### src/can_irq_pkg.sv
// package for the CAN interrupt and status block: offsets, bit positions, reset values
// assumes a 32-bit AXI4-Lite register bus and one clock domain
package can_irq_pkg;

    // register byte offsets
    localparam logic [7:0] OFS_MASK_SET    = 8'h00; // interrupt_mask_set_reg, write only
    localparam logic [7:0] OFS_UNMASK      = 8'h04; // interrupt_unmask_reg, write only
    localparam logic [7:0] OFS_MASK_RDBK   = 8'h08; // interrupt_mask_readback_reg
    localparam logic [7:0] OFS_STATUS      = 8'h0C; // controller_status

    // system event bit positions, placed above the mailbox bits
    localparam int BIT_ERR_ACTIVE  = 16;
    localparam int BIT_WARN_LIMIT  = 17;
    localparam int BIT_ERR_PASSIVE = 18;
    localparam int BIT_BUS_OFF     = 19;
    localparam int BIT_SLEEP       = 20;
    localparam int BIT_WAKEUP      = 21;
    localparam int BIT_TIMER_OVF   = 22;
    localparam int BIT_FORM_ERR    = 23;
    localparam int BIT_BIT_ERR     = 24;
    localparam int BIT_RX_BUSY     = 29;
    localparam int BIT_TX_BUSY     = 30;
    localparam int BIT_OVL_BUSY    = 31;

    // reset values
    localparam logic [31:0] RST_MASK   = 32'h0000_0000; // all sources masked
    localparam logic [31:0] RST_STATUS = 32'h0000_0000;

    // warning threshold on error counters
    localparam logic [8:0]  WARN_LIMIT = 9'h060; // 96

    // response codes
    localparam logic [1:0]  RESP_OKAY   = 2'h0;
    localparam logic [1:0]  RESP_SLVERR = 2'h2;

    // sleep request tracker states
    typedef enum logic [1:0] {
        SLP_IDLE = 2'b00,
        SLP_WAIT = 2'b01,
        SLP_DONE = 2'b10
    } sleep_st_t;

endpackage : can_irq_pkg

### src/can_irq_status.sv
// CAN controller interrupt collection, mask registers and status register
// assumes the protocol engine drives one-cycle event strobes and level state inputs,
// all synchronous to MCLK
//
// Notes on behaviour
// sources split into mailbox message events and controller system events
// mask-set write masks, unmask write unmasks, readback shows mask state
// after reset every source is masked
// one status register shows every source state, masked or not
// mailbox event on receive stored or transmit completed
// mailbox event when a requested transmission is aborted
// system event on entering bus-off
// system event on entering error-passive
// error-active shown when neither error-passive nor bus-off
// warning event when error-active and a counter exceeds 96
// wake-up event only after leaving low power and bus resync
// sleep event only after low power requested and transmissions done
// timer overflow event on each timer rollover
// form error flag set on fixed-form violation, cleared by status read
// bit error flag set on bit mismatch, cleared by status read
// receiver busy follows reception of any frame
// transmitter busy follows transmission of any frame
// overload busy follows overload frame transmission
// interrupt output high while any status source active and unmasked
//
// Decided for this implementation: the AXI4-Lite register port and the register addresses.
`timescale 1ns/100ps
module can_irq_status
    import can_irq_pkg::*;
#(
    parameter int MAILBOXES = 8
) (
    // clock, reset, enable
    input  wire logic                  MCLK,
    input  wire logic                  SYS_RST,
    input  wire logic                  CE,
    // mailbox event strobes
    input  wire logic [MAILBOXES-1:0]  MB_RX_DONE,
    input  wire logic [MAILBOXES-1:0]  MB_TX_DONE,
    input  wire logic [MAILBOXES-1:0]  MB_TX_ABORT,
    // controller state
    input  wire logic                  ERR_PASSIVE,
    input  wire logic                  BUS_OFF,
    input  wire logic [8:0]            TX_ERR_CNT,
    input  wire logic [7:0]            RX_ERR_CNT,
    input  wire logic                  LOW_POWER_REQ,
    input  wire logic                  TX_PENDING,
    input  wire logic                  LOW_POWER_EXIT,
    input  wire logic                  BUS_SYNCED,
    input  wire logic                  TIMER_ROLL,
    // protocol errors and activity
    input  wire logic                  FORM_ERR,
    input  wire logic                  BIT_ERR,
    input  wire logic                  RX_ACTIVE,
    input  wire logic                  TX_ACTIVE,
    input  wire logic                  OVL_ACTIVE,
    // low power indication toward the core
    output logic                       SLEEP_ACK,
    // interrupt
    output logic                       IRQ,
    // axi4-lite write address
    input  wire logic [7:0]            S_AXI_AWADDR,
    input  wire logic                  S_AXI_AWVALID,
    output logic                       S_AXI_AWREADY,
    // axi4-lite write data
    input  wire logic [31:0]           S_AXI_WDATA,
    input  wire logic [3:0]            S_AXI_WSTRB,
    input  wire logic                  S_AXI_WVALID,
    output logic                       S_AXI_WREADY,
    // axi4-lite write response
    output logic [1:0]                 S_AXI_BRESP,
    output logic                       S_AXI_BVALID,
    input  wire logic                  S_AXI_BREADY,
    // axi4-lite read address
    input  wire logic [7:0]            S_AXI_ARADDR,
    input  wire logic                  S_AXI_ARVALID,
    output logic                       S_AXI_ARREADY,
    // axi4-lite read data
    output logic [31:0]                S_AXI_RDATA,
    output logic [1:0]                 S_AXI_RRESP,
    output logic                       S_AXI_RVALID,
    input  wire logic                  S_AXI_RREADY
);

    // mailbox bits occupy the low half, system bits start at 16
    initial begin
        if (MAILBOXES < 1 || MAILBOXES > 16) begin
            $error("MAILBOXES must be 1 to 16");
        end
    end

    typedef struct packed {
        logic [31:0] mask;       // 1 = unmasked
        logic [31:0] sticky;     // event bits
        logic        pass_q;     // previous error-passive
        logic        boff_q;     // previous bus-off
        logic        warn_q;     // previous warning level
        logic        wake_arm;   // left low power, waiting for resync
        sleep_st_t   slp;
        logic        aw_got;
        logic [7:0]  aw_addr;
        logic        w_got;
        logic [31:0] w_data;
        logic [3:0]  w_strb;
        logic        bvalid;
        logic [1:0]  bresp;
        logic        rvalid;
        logic [31:0] rdata;
        logic [1:0]  rresp;
    } state_t;

    state_t s_q;
    state_t s_d;

    // byte-lane merge for a write
    function automatic logic [31:0] lanes(input logic [31:0] d, input logic [3:0] st);
        logic [31:0] r;
        r = 32'h0000_0000;
        for (int i = 0; i < 4; i++) begin
            if (st[i]) begin
                r[i*8 +: 8] = d[i*8 +: 8];
            end
        end
        return r;
    endfunction : lanes

    // level-type bits built live from the core
    logic [31:0] live;
    logic        err_active;
    logic        warn_lvl;
    logic [31:0] status_now;
    logic [31:0] ev_set;
    logic [31:0] mb_bits;

    always_comb begin
        err_active = !ERR_PASSIVE && !BUS_OFF;
        warn_lvl   = err_active && (TX_ERR_CNT > WARN_LIMIT ||
                                    {1'b0, RX_ERR_CNT} > WARN_LIMIT);
        live                  = 32'h0000_0000;
        live[BIT_ERR_ACTIVE]  = err_active;
        live[BIT_ERR_PASSIVE] = ERR_PASSIVE;
        live[BIT_BUS_OFF]     = BUS_OFF;
        live[BIT_RX_BUSY]     = RX_ACTIVE;
        live[BIT_TX_BUSY]     = TX_ACTIVE;
        live[BIT_OVL_BUSY]    = OVL_ACTIVE;
        mb_bits = 32'h0000_0000;
        mb_bits[MAILBOXES-1:0] = MB_RX_DONE | MB_TX_DONE | MB_TX_ABORT;
        status_now = live | s_q.sticky;
    end

    // event capture
    always_comb begin
        ev_set                  = mb_bits;
        ev_set[BIT_BUS_OFF]     = BUS_OFF && !s_q.boff_q;
        ev_set[BIT_ERR_PASSIVE] = ERR_PASSIVE && !s_q.pass_q;
        ev_set[BIT_WARN_LIMIT]  = warn_lvl && !s_q.warn_q;
        ev_set[BIT_WAKEUP]      = s_q.wake_arm && BUS_SYNCED;
        ev_set[BIT_SLEEP]       = s_q.slp == SLP_WAIT && !TX_PENDING;
        ev_set[BIT_TIMER_OVF]   = TIMER_ROLL;
        ev_set[BIT_FORM_ERR]    = FORM_ERR;
        ev_set[BIT_BIT_ERR]     = BIT_ERR;
    end

    // next state: bus slave, masks, sticky events
    always_comb begin
        logic        wr_fire;
        logic        rd_fire;
        logic [31:0] wv;
        logic [31:0] clr;
        wr_fire = 1'b0;
        rd_fire = 1'b0;
        wv      = 32'h0000_0000;
        clr     = 32'h0000_0000;
        s_d     = s_q;

        s_d.pass_q = ERR_PASSIVE;
        s_d.boff_q = BUS_OFF;
        s_d.warn_q = warn_lvl;

        // wake-up arms on leaving low power, fires once resynced
        if (LOW_POWER_EXIT) begin
            s_d.wake_arm = 1'b1;
        end else if (s_q.wake_arm && BUS_SYNCED) begin
            s_d.wake_arm = 1'b0;
        end

        // sleep tracker waits for the transmit queue to drain
        case (s_q.slp)
            SLP_IDLE: begin
                if (LOW_POWER_REQ) begin
                    s_d.slp = SLP_WAIT;
                end
            end
            SLP_WAIT: begin
                if (!LOW_POWER_REQ) begin
                    s_d.slp = SLP_IDLE;
                end else if (!TX_PENDING) begin
                    s_d.slp = SLP_DONE;
                end
            end
            SLP_DONE: begin
                if (!LOW_POWER_REQ) begin
                    s_d.slp = SLP_IDLE;
                end
            end
            default: s_d.slp = SLP_IDLE;
        endcase

        // write channels taken in either order, held until the write is done and the response is raised
        if (S_AXI_AWVALID && S_AXI_AWREADY) begin
            s_d.aw_got  = 1'b1;
            s_d.aw_addr = S_AXI_AWADDR;
        end
        if (S_AXI_WVALID && S_AXI_WREADY) begin
            s_d.w_got  = 1'b1;
            s_d.w_data = S_AXI_WDATA;
            s_d.w_strb = S_AXI_WSTRB;
        end
        if (s_q.aw_got && s_q.w_got && !s_q.bvalid) begin
            wr_fire    = 1'b1;
            s_d.aw_got = 1'b0;
            s_d.w_got  = 1'b0;
            s_d.bvalid = 1'b1;
            s_d.bresp  = RESP_OKAY;
            wv = lanes(s_q.w_data, s_q.w_strb);
            case ({s_q.aw_addr[7:2], 2'b00})
                OFS_MASK_SET: s_d.mask = s_q.mask & ~wv;
                OFS_UNMASK:   s_d.mask = s_q.mask | wv;
                OFS_MASK_RDBK, OFS_STATUS: ;                                     // read only
                default:      s_d.bresp = RESP_SLVERR;
            endcase
        end
        if (s_q.bvalid && S_AXI_BREADY) begin
            s_d.bvalid = 1'b0;
        end

        // read: one cycle from address to data
        if (S_AXI_ARVALID && S_AXI_ARREADY) begin
            rd_fire    = 1'b1;
            s_d.rvalid = 1'b1;
            s_d.rresp  = RESP_OKAY;
            case ({S_AXI_ARADDR[7:2], 2'b00})
                OFS_MASK_RDBK: s_d.rdata = s_q.mask;
                OFS_STATUS: begin
                    s_d.rdata = status_now;
                    clr = s_q.sticky;                            // read clears the sticky bits it shows, not the live level bits
                end
                OFS_MASK_SET, OFS_UNMASK: s_d.rdata = 32'h0000_0000;
                default: begin
                    s_d.rdata = 32'h0000_0000;
                    s_d.rresp = RESP_SLVERR;
                end
            endcase
        end else if (s_q.rvalid && S_AXI_RREADY) begin
            s_d.rvalid = 1'b0;
        end

        // a new event in the clearing cycle survives the read
        s_d.sticky = ((s_q.sticky & ~clr) | ev_set) & ~live;
        s_d.mask   = s_d.mask;

        if (SYS_RST) begin
            s_d        = '0;
            s_d.mask   = RST_MASK;
            s_d.sticky = RST_STATUS;
            s_d.slp    = SLP_IDLE;
        end
    end

    // single register stage; CE freezes all state except reset, but IRQ still follows the live level inputs
    always_ff @(posedge MCLK) begin
        if (CE || SYS_RST) begin
            s_q <= s_d;
        end
    end

    // handshake and outputs
    assign S_AXI_AWREADY = !s_q.aw_got && !SYS_RST && CE;
    assign S_AXI_WREADY  = !s_q.w_got && !SYS_RST && CE;
    assign S_AXI_ARREADY = !s_q.rvalid && !SYS_RST && CE;
    assign S_AXI_BVALID  = s_q.bvalid;
    assign S_AXI_BRESP   = s_q.bresp;
    assign S_AXI_RVALID  = s_q.rvalid;
    assign S_AXI_RDATA   = s_q.rdata;
    assign S_AXI_RRESP   = s_q.rresp;
    assign SLEEP_ACK     = s_q.slp == SLP_DONE;
    assign IRQ           = |(status_now & s_q.mask);

endmodule : can_irq_status

### config.mk
export PLATFORM = sky130hd
export DESIGN_NAME = can_irq_status
export DESIGN_NICKNAME = d
export VERILOG_FILES = /design/src/can_irq_pkg.sv /design/src/can_irq_status.sv
export SDC_FILE = /design/constraint.sdc
export NUM_CORES = 1
export LEC_CHECK = 0
export BUFFER_PORTS_ARGS = -buffer_cell sky130_fd_sc_hd__buf_2
export CORE_MARGIN = 4
export CORE_UTILIZATION = 45
export DETAILED_ROUTE_END_ITERATION = 8
export PLACE_DENSITY = 0.74
export SETUP_SLACK_MARGIN = 0.02
export SYNTH_ARGS = -nofsm -noshare
export SYNTH_HDL_FRONTEND = slang
export SYNTH_SLANG_ARGS = --single-unit
export TNS_END_PERCENT = 1
### constraint.sdc
create_clock -name MCLK -period 2.7 [get_ports MCLK]
set_input_delay 0.54 -clock MCLK [delete_from_list [all_inputs] [get_ports MCLK]]
set_output_delay 0.54 -clock MCLK [all_outputs]
set_load 0.02 [all_outputs]
* Word-level counts from Yosys, hierarchy flattened
Index checks and enable logic that the tools add are counted.
** Word-level totals
- Register bits after elaboration :: 154
- Bits of input ports :: 113
- Output and inout port bits :: 43
- Word-level logic and storage cells :: 132
** Cells by class
- $lt $le $gt $ge :: 2
- Equal/unequal tests :: 11
- Muxes and demuxes :: 28
- Bitwise gates (word level) :: 12
- Reduce and logical (&&, ||, !) cells :: 62
** Operator list (number)
- $and A32 B32 Y32 :: 4
- $pmux W32 S2 :: 2
- $mux W32 :: 3
- $not A32 Y32 :: 3
- $mux W8 :: 8
- $or A32 B32 Y32 :: 2
- $mux W37 :: 1
- $mux W34 :: 1
- $or A32 B25 Y32 :: 1
- $reduce_or A32 Y1 :: 1
- $eq A6 B2 Y1 const B :: 4
- $logic_and A1 B1 Y1 :: 20
- $reduce_and A2 Y1 :: 9
- $reduce_bool A3 Y1 :: 6
- $or A8 B8 Y8 :: 2
- $eq A6 B1 Y1 const B :: 2
- $logic_not A6 Y1 :: 2
- $mux W2 :: 6
- $logic_not A1 Y1 :: 11
- $gt A9 B7 Y1 const B :: 1
- $mux W9 :: 1
- $gt A8 B7 Y1 const B :: 1
- $reduce_bool A2 Y1 :: 4
- $reduce_or A4 Y1 :: 2
- other kinds (12) :: 18

* Longest topological paths before layout
Gate-level depths: netlist of the first run.
- Depth in word-level cells :: 9
- Mapped depth :: 6
- Mapped depth without buffers :: 4

* Worst setup path after synthesis of the first run
No wires, ideal clock.
- Path kind :: input to register
- From :: input SYS_RST
- To :: register s_q[38] (netlist name) (enable)
- Library setup time :: 0.394 ns
- Arrival :: 1.967 ns
- Required time :: 2.306 ns
- Setup slack :: 0.340 ns
- Stages on the path :: 4
- Buffers on the path :: 0
- Cells stage by stage :: nand2b_1 > nor2_1 > nand2_1 > nand2_1
** On the way
- Cells in the longest elaborated chain, start to end :: 6
- Elaborated cells on any way between the ends :: 7
** RTL lines
- start, declared :: line can_irq_status.sv:35 : input wire logic SYS_RST,
- $logic_not A1 Y1 :: line can_irq_status.sv:279 : assign S_AXI_WREADY = !s_q.w_got && !SYS_RST && CE;
- $logic_and A1 B1 Y1 (2 in series) :: line can_irq_status.sv:279
- net S_AXI_WREADY :: line can_irq_status.sv:69 : output logic S_AXI_WREADY,
- $logic_and A1 B1 Y1 :: line can_irq_status.sv:214 : if (S_AXI_WVALID && S_AXI_WREADY) begin
- $reduce_bool A2 Y1 (no source line)
- $reduce_and A2 Y1 (no source line)
- end signal, assigned :: line can_irq_status.sv:273 : s_q <= s_d;
- end, declared :: line can_irq_status.sv:112 : state_t s_q;
The timed path passes the listed nets, and every way through them passes these cells.
A chain may end at the register's enable or synchronous reset.

* Worst setup path in the final report of the first run
- From :: register s_q[148] (netlist name)
- To :: output IRQ
** On the way
- Cells in the longest elaborated chain, start to end :: 2
** RTL lines
- $and A32 B32 Y32 :: line can_irq_status.sv:287 : assign IRQ = |(status_now & s_q.mask);
- $reduce_or A32 Y1 :: line can_irq_status.sv:287
- end, declared :: line can_irq_status.sv:60 : output logic IRQ,
No other way between the ends.

==> results of run 1 <==
==> layer usage <==
layer	part of all wire [%]	global-route usage, %	up-vias
met1	44	24.11	2260
met2	47	27.91	201
met4	2.5	7.448	0
li1	-	-	2312
met5	0	0	-
met3	7.3	4.656	28
==> report_power, final <==
group,switching (uW),internal [uW]
combinational,260,189
clock,873,1530
sequential,122,2710
==> stage by stage <==
step	hold WS, ns	area [um2]	utilization (%)	power (uW)	worst slack, ns
6_report	0.4170	8224	54.30	5686	0.1023
5_1_grt	0.4038	8224	54.30	5881	0.03894
4_1_cts	0.4044	8204	54.17	5701	0.02795
3_5_place_dp	0.5776	7606	50.22	3320	0.2460
3_3_place_gp	0.5699	7606	50.22	3297	0.2762
2_1_floorplan	0.5496	6957	-	3137	0.3395
==> cell usage in the layout (no fill, tap or decap), types with 4 or more instances in the layout <==
cell	instances
a21oi_1	42
nor2_1	28
nor2b_1	46
o21ai_0	21
nand2_1	78
inv_1	6
nand3_1	30
and3b_1	5
and2_1	14
clkbuf_16	17
bufinv_16	4
nor3_1	10
o2bb2ai_1	10
buf_2	148
edfxtp_1	148
clkinv_1	4
a22oi_1	22
buf_4	10
a22o_1	16
==> sequential cells by signal, summed over array words and instances (netlist names) <==
| register | count |
|---|---|
| s_q | 112 |
| S_AXI_BRESP | 1 |
| S_AXI_RDATA | 32 |
| S_AXI_RVALID | 1 |
| S_AXI_RRESP | 1 |
| S_AXI_BVALID | 1 |
==> cells by family (layout without fill, tap and decap cells) <==
family	after synthesis	count (layout)	share of synthesized area [%]
simple gates	233	233	17.60
flops	148	148	63.92
compound gates	121	121	11.37
buf+inv	76	199	6.910
other cells	1	2	0.05393
mux	1	1	0.1440
==> what timing repair did <==
| action | CTS | global route |
|---|---|---|
| setup buffers | 0 | 1 |
| gates resized for setup | 0 | 2 |
| setup endpoints to repair | 0 | 1 |
| endpoints found under the hold margin | 0 | 0 |
==> worst paths after layout <==
| kind | start | cells after the start | endpoint | slack, ns |
|---|---|---|---|---|
| max | s_q[148] | 5 | IRQ | 0.10 |
| min | S_AXI_WDATA[14] | 2 | s_q[56] | 0.42 |
| max reg2reg | S_AXI_RVALID | 3 | s_q[121] | 0.75 |
| min reg2reg | s_q[116] | 1 | s_q[116] | 0.60 |
==> final cells by class <==
cell class,count,area [um2]
tap,188,235.2
inverter,6,22.52
timing repair buffer,161,875.8
multi-input combinational,357,2048
sequential,148,4444
fill,1245,6922
clock buffer,20,436.7
clock inverter,12,161.4
==> impl_summary.md, run 1 <==
Outcome
The run finished with clean final reports.

Clock tree
The count of hold buffers inserted by post-cts repair is 0. The clock net sink count is 148. The library cell used as clock root buffer is clkbuf_16.

The H-tree was split into 4 levels. TritonCTS created 17 clock buffers. TritonCTS built the clock tree. The later pin in the worst-skew pair is clocked with a latency of 0.41 ns. The clock-pin slew on the worst setup and hold paths is 0.06 ns.

The longest clock path from root to sink contains 2 buffers.

Cells and area
For this run, the post-layout net count is 804. The area growth from synthesis to final layout is 18.28%. The antenna diode count is 0. The final instance count without filler cells is 892.

The layout cell share with drive strength beyond 1 is 28.41%.

Global route
The first global-routing pass estimated 24,890 um of wire. Global routing consumed, over all layers together, 17.94% of the routing resources. The via count of the first global-routing pass is ~4,800.

The number of antenna violations at the first check in global routing is 0. The pin count of the biggest net entering global routing is 59. For this run the aggregate overflow at the end of global routing stands at 0.

Yosys
In this run, synthesis inferred 148 flip-flops with an integrated enable. The largest total area in the synthesized netlist belongs to edfxtp_1. A synthesized cell averages 11.99 um2. Counting every instance in the synthesized netlist gives slightly below 600. In the post-synthesis netlist, the biggest area contributors are edfxtp_1 (64%), buf_4 (4.2%), nand2_1 (4.2%), nor2b_1 (4.1%), a21oi_1 (3.1%).

The most used flip-flop cell after synthesis is edfxtp_1. Counting flops with an async set or reset pin after synthesis yields a share of 0%. For this run, the register share of the synthesized area comes to 63.92%.

Yosys mapped the design onto 41 distinct sky130hd cell types. Counting flops and latches in the post-synthesis netlist gives 148. Ranked by instance count, the synthesized netlist is headed by edfxtp_1 (148), nand2_1 (78), nor2b_1 (46). The cell with the most instances after synthesis is edfxtp_1.

The cell area after synthesis is 6953 um2. Summed over its instances, the top area cell type makes up 63.92% of the synthesized netlist area. For this run, the number of Yosys warnings is 0.

Timing
The final number of setup-violating endpoints is 0. Setup repair after global routing left no endpoint under its margin. The hold violation total from the final report was 0. Setup total negative slack on the finished layout was measured at 0 ns. At the pin with the least slew margin, the transition time is between 1 and 1.5 ns. The max-slew violation count came to 0. The worst pin sits at a relative slew slack of 15.78%.

Dividing the final minimum period by the clock period gives a little over nine tenths. The worst setup skew after layout is about 0.0058 ns. The final critical delay including setup and external delays is 2.598 ns. For this run, the top clock speed supported by timing is 385.0 MHz.

Power and ir drop
The maximum VDD drop is around 0.45 mV. The static power due to leakage is 0.003186 uW. Dividing total power by cell area gives a power density of 691.4 nW/um2.

Worst hold path
The tightest min-delay check is of the in2reg type.

Placed design
The last weighted congestion value of the routability-driven placer is 0.8567. The number of cells after detailed placement is 859. The half-perimeter wire length after placement is about 11,000 um. The number of I/O port buffers is about 150.

Drt
The detailed-routing iteration count for the pre-antenna-repair pass is 5. The residual antenna-violating net count after detailed routing is 0. After detailed routing, the average wire length per cell comes to 17.49 um. The final layout contains routed wiring with a total length of 15,600 um. For this block, the initial DRC count from the detailed router was 504. After detailed routing, the number of remaining DRC violations is 0.

Dividing the detail-routed via count by the number of cells gives approximately 5.4. Detailed routing inserted a total of 4,801 vias.

Worst setup path
The number of buffers and inverters on the critical path is 1. STA puts the critical path data required time at 2.16 ns. The kind of start point of the critical path is a flop. The data arrival time of the worst path is roughly 2.1 ns. The kind of end point of the critical path is a primary output.

Traced cell by cell, the critical path runs through a22o_1 -> a221oi_1 -> nand4_1 -> or3_1 -> buf_2. The path type of the worst setup path is reg2out. Of all nets on the critical path, the largest fanout is 3. Among cell families on the critical path, the largest total delay comes from compound AO/OA/AOI/OAI gates.

The slowest stage of the critical path is the edfxtp_1 cell. The largest incremental delay on the critical path is 0.45 ns.

Die
In this run the count of I/O pins placed on the die edge is 156. The placeable core region is 15,150 um2. The number of placement rows is 45. The floorplan die width is 132.3 um. The die covers 17,500 um2.

The initial cell density of the core is 45.91%. The floorplan step set the die height to 132.3 um.

Job
The tool flagged a number of max-cap violations equal to 0.
No activity file was read; power rests on OpenSTA's default activity.
==> inputs of run 2 (changes only) <==
- CORE_UTILIZATION: 45 -> 30
- PLACE_DENSITY: 0.74 -> 0.55
- clock period: 2.7 -> 3.2 ns (I/O delays scaled with it)
==> run 2 against run 1 <==
Net effect: first-iteration DRC count fell by 41%; non-clock buffer count fell by 1; cell area rose by 0.76%; die area rose by 47%; clock power fell by 15%; cell count rose by 11%; critical path type unchanged; wire length rose by 4.2%.
==> impl_summary.md, run 2 (same netlist as run 1, synthesis figures left out) <==
Cells and area
The antenna diode count is 0. At the end of the flow the core is filled with cells to 36.49%. The net count reported at finish is about 800. The register with the most flip-flops in the layout has 112 of them.

The area growth from synthesis to layout is 19.18%. Registers take 4444 um2. Counting flops per register, the top entry is s_q. Leaving out filler cells and counting taps, the final layout contains 987. In the layout the commonest cells are edfxtp_1 (148), buf_2 (148), nand2_1 (78). The area used by multi-input combinational logic is 2036 um2. In the final layout, the share of cells above drive strength 1 is 28.21%.

The final-layout fill cell count is 2,275.

Worst setup path
The worst setup path is captured at a primary output. The path type of the worst setup path is reg2out. Among all stages on the critical path, the largest delay is contributed by a221oi_1. Data on the critical path is required at its endpoint by 2.56 ns. The data arrival time of the worst path is 2.26 ns. The kind of start point of the critical path is a flop. The largest incremental delay on the critical path is about 0.43 ns.

The largest fanout on the critical path is 3. Walking the worst path, the cells encountered are a22o_1 -> a221oi_1 -> nand4_1 -> or3_1 -> buf_2. The depth of the worst register-to-register path is 4.

Drt
The detail route stage leaves a number of antenna-violating nets equal to 0. The number of vias in the routed layout is 4,642. Using the TritonRoute via totals, the vias-per-cell ratio works out to 4.703. The wire length per cell after detailed routing is roughly 16 um. After detailed routing, the total wire length is 16,250 um. For this run, design rule violations remaining after detail routing come to 0. The initial DRC count is between 200 and 300. The first detailed-routing pass ran for 4 iterations.

Clock tree
The maximum clock insertion buffer count is 2. The H-tree level count is 4. Clock-pin slew was measured on the worst setup and hold paths at 0.06 ns. TritonCTS built the clock tree. The cell sitting at the root of the clock tree is a clkbuf_16.

The clock net sink count is 148. The count of hold buffers inserted by post-cts repair is 0. The post-CTS setup repair buffer count is 0. The number of clock buffers added by TritonCTS is 17. The later pin in the worst-skew pair is clocked with a latency of 0.43 ns. Once the clock tree was built, the resizer swapped 0 gates to a different size.

Power and ir drop
Net switching is 22.11% of the power. The static power due to leakage is 0.003158 uW. The clock network burns 42.4% of the power. The analysis attributes to net switching a power of 1059 uW. The relative contribution of sequential cells to total power is 49.9%. After layout, the design draws a total of 4788 uW.

IR analysis of the VDD net gives a maximum drop of 0.2326 mV. In this run, the combinational gates consume 7.7% of the power. The power per cell area is 577.8 nW/um2. The internal power of the cells totals 3729 uW.

Die
In this run the standard cell core region covers about 23,000 um2. The die covers approximately 26,000 um2. Measured along the y axis, the die boundary spans 160.2 um. The number of I/O pins is 156. For this configuration, the core starts out at a cell density of between 30% and 40%. The die is 160.2 um wide.

The number of placement rows is 55.

Timing
The worst setup skew after layout is 0.007850 ns. The headroom to the max-slew limit is 51.07%. The highest clock frequency the design can meet is 344.7 MHz.

The max-slew violation count is 0. At the pin with the least slew margin, the transition time is ~0.73 ns. The hold violation total from the final report is 0. The routed design could run at a clock period as short as 2.901 ns.

The final worst-path cycle share is between 90 and 100%. The accumulated negative setup slack is 0 ns. The final number of setup-violating endpoints is 0. Setup repair after global routing left no endpoint under its margin.

Placed design
Port buffering added 149 buffers. The number of cells after detailed placement is approximately 960. The last weighted congestion value of the routability-driven placer is 0.8077. The half-perimeter wire length after placement is between 10,000 and 15,000 um.

Global route
The wire length of the first global-routing pass is 25,520 um. Across every metal layer, demand over resource in global routing totals 12.79%. Entering global routing, the biggest net connects 47 pins.

The total grt overflow is 0. The via count of the first global-routing pass came to 4,553. The number of antenna violations at the first check in global routing was 0.

Worst hold path
The hold path depth is 2. The kind of path behind the tightest hold check is in2reg.

Job
The tool flagged a number of max-cap violations equal to 0.

Outcome
The run finished with clean final reports.
run 2: cell count changes in the layout (fill, tap and decap cells not counted), sizes merged:
| cell | change |
|---|---|
| clkinv | -3 |
| clkinvlp | +2 |
| buf | -1 |
run 2: power by group through the flow:
stage,Combinational (uW),Sequential [uW],Clock [uW]
2_1_floorplan,265,2380,0
3_3_place_gp,371,2420,0
3_5_place_dp,375,2430,0
4_1_cts,376,2390,2070
5_1_grt,413,2400,2160
6_report,370,2390,2030
run 2: worst max-delay path: cells and delay by family, from the launching register on:
kind                   cells  cell delay [ns]
AO/OA/AOI/OAI              2             0.68
AND/OR/NAND/NOR            2             0.55
flip-flops                 1             0.42
buffers and inverters      1             0.18
run 2: per-stage QoR:
| step | hold WS [ns] | worst slack (ns) | area (um2) |
|---|---|---|---|
| 3_5_place_dp | 0.5728 | 0.5259 | 7690 |
| 2_1_floorplan | 0.5496 | 0.7395 | 6957 |
| 3_3_place_gp | 0.5755 | 0.5047 | 7690 |
| 4_1_cts | 0.4905 | 0.3328 | 8287 |
| 6_report | 0.5028 | 0.2993 | 8287 |
| 5_1_grt | 0.4914 | 0.2593 | 8287 |
run 2: final cells by class:
cell class                 count  area share [%]
sequential                   148           53.63
multi-input combinational    357           24.57
timing repair buffer         160           10.03
clock buffer                  20           5.270
tap                          285           4.303
clock inverter                11           1.933
inverter                       6          0.2718
run 2: path summary, 6_finish.rpt:
| path | from | to | slack (ns) |
|---|---|---|---|
| worst max register to register | s_q[80] | s_q[139] | 1.26 |
| worst min register to register | s_q[117] | s_q[117] | 0.59 |
| worst min-delay path | S_AXI_WDATA[12] | s_q[54] | 0.50 |
| worst max-delay path | s_q[129] | IRQ | 0.30 |
run 2: layer usage:
layer | wire, um | vias to the layer above | track usage [%]
li1 | - | 2310 | -
met1 | 7908 | 2154 | 17.92
met2 | 7039 | 154 | 18.54
met3 | 842 | 24 | 3.561
met4 | 460 | 0 | 5.592
met5 | 0 | - | 0
==> inputs of run 3 (changes only) <==
- PLACE_DENSITY: 0.55 -> 0.57
==> run 3 against run 2 <==
Net effect: first-iteration DRC count grew 52%; clock-buffer cell count down 2; setup slack improved by 0.13 ns; sequential power is essentially flat; hold slack improved by 0.011 ns.
==> impl_summary.md, run 3 (same netlist as run 1, synthesis figures left out) <==
Die
Pin placement for this block handled 156 I/O pins. The core region is 22,710 um2. Once the floorplan was initialized, standard cells occupied 30.62% of the core. From bottom edge to top edge, the die measures approximately 160 um. The number of placement rows is 55. The floorplan step defined a die boundary enclosing 25,680 um2. Measured along the x axis, the die boundary spans 160.2 um.

Cells and area
Summing all multi-input logic gate instances after layout gives 2036 um2. The net count reported at finish is 802. Once layout is done, the placed cells without fillers occupy 8255 um2.

After filler insertion, the fill cell instance count of the layout stands at 2,280. The antenna diode count is 0. The register with the most flip-flops in the layout has 112 of them.

The register cell area after layout is 4444 um2. Relative to the synthesized area, the layout overhead comes to 18.73%. Once layout is complete, the cells apart from fillers number 987. The register with the most flip-flops in the final layout is s_q. Cells with a size suffix above 1 make up 27.92% of the layout. In the layout the commonest cells are edfxtp_1 (148), buf_2 (148), nand2_1 (78).

Timing
The final worst-path cycle share is 86.62%. The highest clock frequency the design can meet is 360.8 MHz. Setup repair after global routing left no endpoint under its margin.

The max-slew violation count is 0. The minimum setup slack in the final design is 0.4282 ns. The worst pin sits at a relative slew slack of a little under half. The measured slew at the worst slew-check pin is roughly 0.79 ns. The hold violation total from the final report is 0. For the finished layout, the period the worst path requires is 2.772 ns. The clock arrives with 0.01176 ns of skew. Setup violations remaining at the end of the flow were counted as 0. Summed over all failing endpoints, the final setup total negative slack is 0 ns.

Worst setup path
At the worst endpoint, the required time is roughly 2.6 ns. The category of cells accounting for the largest share of critical-path delay is compound AO/OA/AOI/OAI gates. The worst setup path is launched from a flop. The largest single stage delay on the critical path is 0.41 ns. The critical path is of the reg2out type.

The critical path runs through a total of 5 cells. The largest fanout on the critical path is 3. STA puts the critical path data arrival time at ~2.1 ns. The critical path's slowest cell is edfxtp_1.

Traced cell by cell, the critical path runs through a22o_1 -> a221oi_1 -> nand4_1 -> or3_1 -> buf_2. Counting both buffers and inverters, the worst setup path holds a total of 1. Counting cells, the worst reg-to-reg path comes to 5. STA classifies the critical path endpoint as a primary output. The setup slack of the most critical reg-to-reg path is 1.26 ns.

Power and ir drop
The power share of the clock group is 40.4%. The fraction of power spent switching nets is 23.03%. For this design the total switching power over the nets is 1067 uW. The internal power summed over all cells is 3567 uW. IR analysis of the VDD net gives a maximum drop of 0.2650 mV. The design draws 4635 uW. The power per cell area is 561.4 nW/um2. Of the total power, registers draw 51.5%. Per report_power, the combinational group accounts for approximately 8.0% of the total.

The static power due to leakage is 0.003148 uW.

Outcome
The run finished with clean final reports.

Placed design
The number of I/O port buffers is 149. The half-perimeter wire length after placement is 12,020 um. The placed standard-cell area is around 7700 um2.

Timing analysis after detailed placement gives a worst setup slack of 0.5402 ns. The number of cells after detailed placement is 955. Routability-driven placement finished with a final weighted congestion of 0.7658.

Global route
After global routing the overflow that remains totals 0. Global routing consumed, over all layers together, about an eighth of the routing resources. The number of antenna violations at the first check in global routing was 0. The first global-routing pass estimated 25,920 um of wire.

The via count of the first global-routing pass is 4,555. The pin count of the biggest net entering global routing is 77.

Clock tree
The post-CTS setup repair buffer count is 0. The root buffer cell chosen for the clock tree is clkbuf_16. The post-cts repair resize count is 0.

The later pin in the worst-skew pair is clocked with a latency of 0.42 ns. The longest clock path from root to sink contains 2 buffers. Clock-pin slew was measured on the worst setup and hold paths at 0.06 ns.

The count of hold buffers inserted by post-cts repair is 0. The clock tree from TritonCTS is yes. The number of clock buffers added by TritonCTS is 17.

The H-tree was split into 4 levels. The clock net sink count is ~150.

Worst hold path
The hold path depth is 2. The path class of the tightest hold or removal check is in2reg.

Drt
The wire length per cell after detailed routing is 16.75 um. The post-detailed-routing wire length is approximately 17,000 um. The number of vias in the routed layout is 4,688. In the routed design, unresolved DRC markers number 0.

Dividing the detail-routed via count by the number of cells gives 4.750. The residual antenna-violating net count after detailed routing is 0. For this block, the initial DRC count from the detailed router was 455. Before antenna repair, the detailed router went through 7 iterations.

Job
Max-cap violations in this run came to 0.
-- run 3: changes by cell type in the layout (fill, tap and decap cells not counted), sizes merged --
cell,delta
clkinv,+7
bufinv,-2
clkbuf,-2
clkinvlp,-2
buf,-1
-- run 3: worst paths after layout --
check | to | start
min reg2reg | s_q[117] | s_q[117]
max reg2reg | s_q[139] | s_q[80]
min | s_q[80] | S_AXI_AWADDR[5]
max | IRQ | s_q[129]
-- run 3: worst reg2reg max path: stages, from the launching register on --
cell      delay [ns]
edfxtp_1        0.36
or4_4           0.56
nor3b_4         0.19
buf_4           0.37
nand3_1         0.14
a21oi_1         0.17
-- run 3: cell type report --
cell class	instances	share of cell area (%)
clock buffer	18	5.199
sequential	148	53.83
timing repair buffer	159	10.28
clock inverter	14	1.440
multi-input combinational	357	24.66
tap	285	4.319
inverter	6	0.2728
-- run 3: per-stage QoR --
step,util (%),hold WS [ns]
3_3_place_gp,33.94,0.5701
3_5_place_dp,33.94,0.5770
5_1_grt,36.35,0.5007
6_report,36.35,0.5140
2_1_floorplan,-,0.5496
4_1_cts,36.35,0.4942
-- run 3: power groups by stage --
| stage | Clock, uW | Combinational (uW) | Sequential (uW) |
|---|---|---|---|
| 2_1_floorplan | 0 | 265 | 2380 |
| 3_3_place_gp | 0 | 375 | 2420 |
| 3_5_place_dp | 0 | 379 | 2430 |
| 4_1_cts | 1900 | 380 | 2390 |
| 5_1_grt | 1990 | 418 | 2400 |
| 6_report | 1870 | 373 | 2390 |
-- run 3: per-layer routing --
metal | share of wire (%) | up-vias | global-route usage (%)
met1 | 48 | 2181 | 18.57
met5 | 0 | - | 0
li1 | - | 2312 | -
met3 | 7.2 | 18 | 3.355
met4 | 1.7 | 0 | 5.162
met2 | 43 | 177 | 18.79
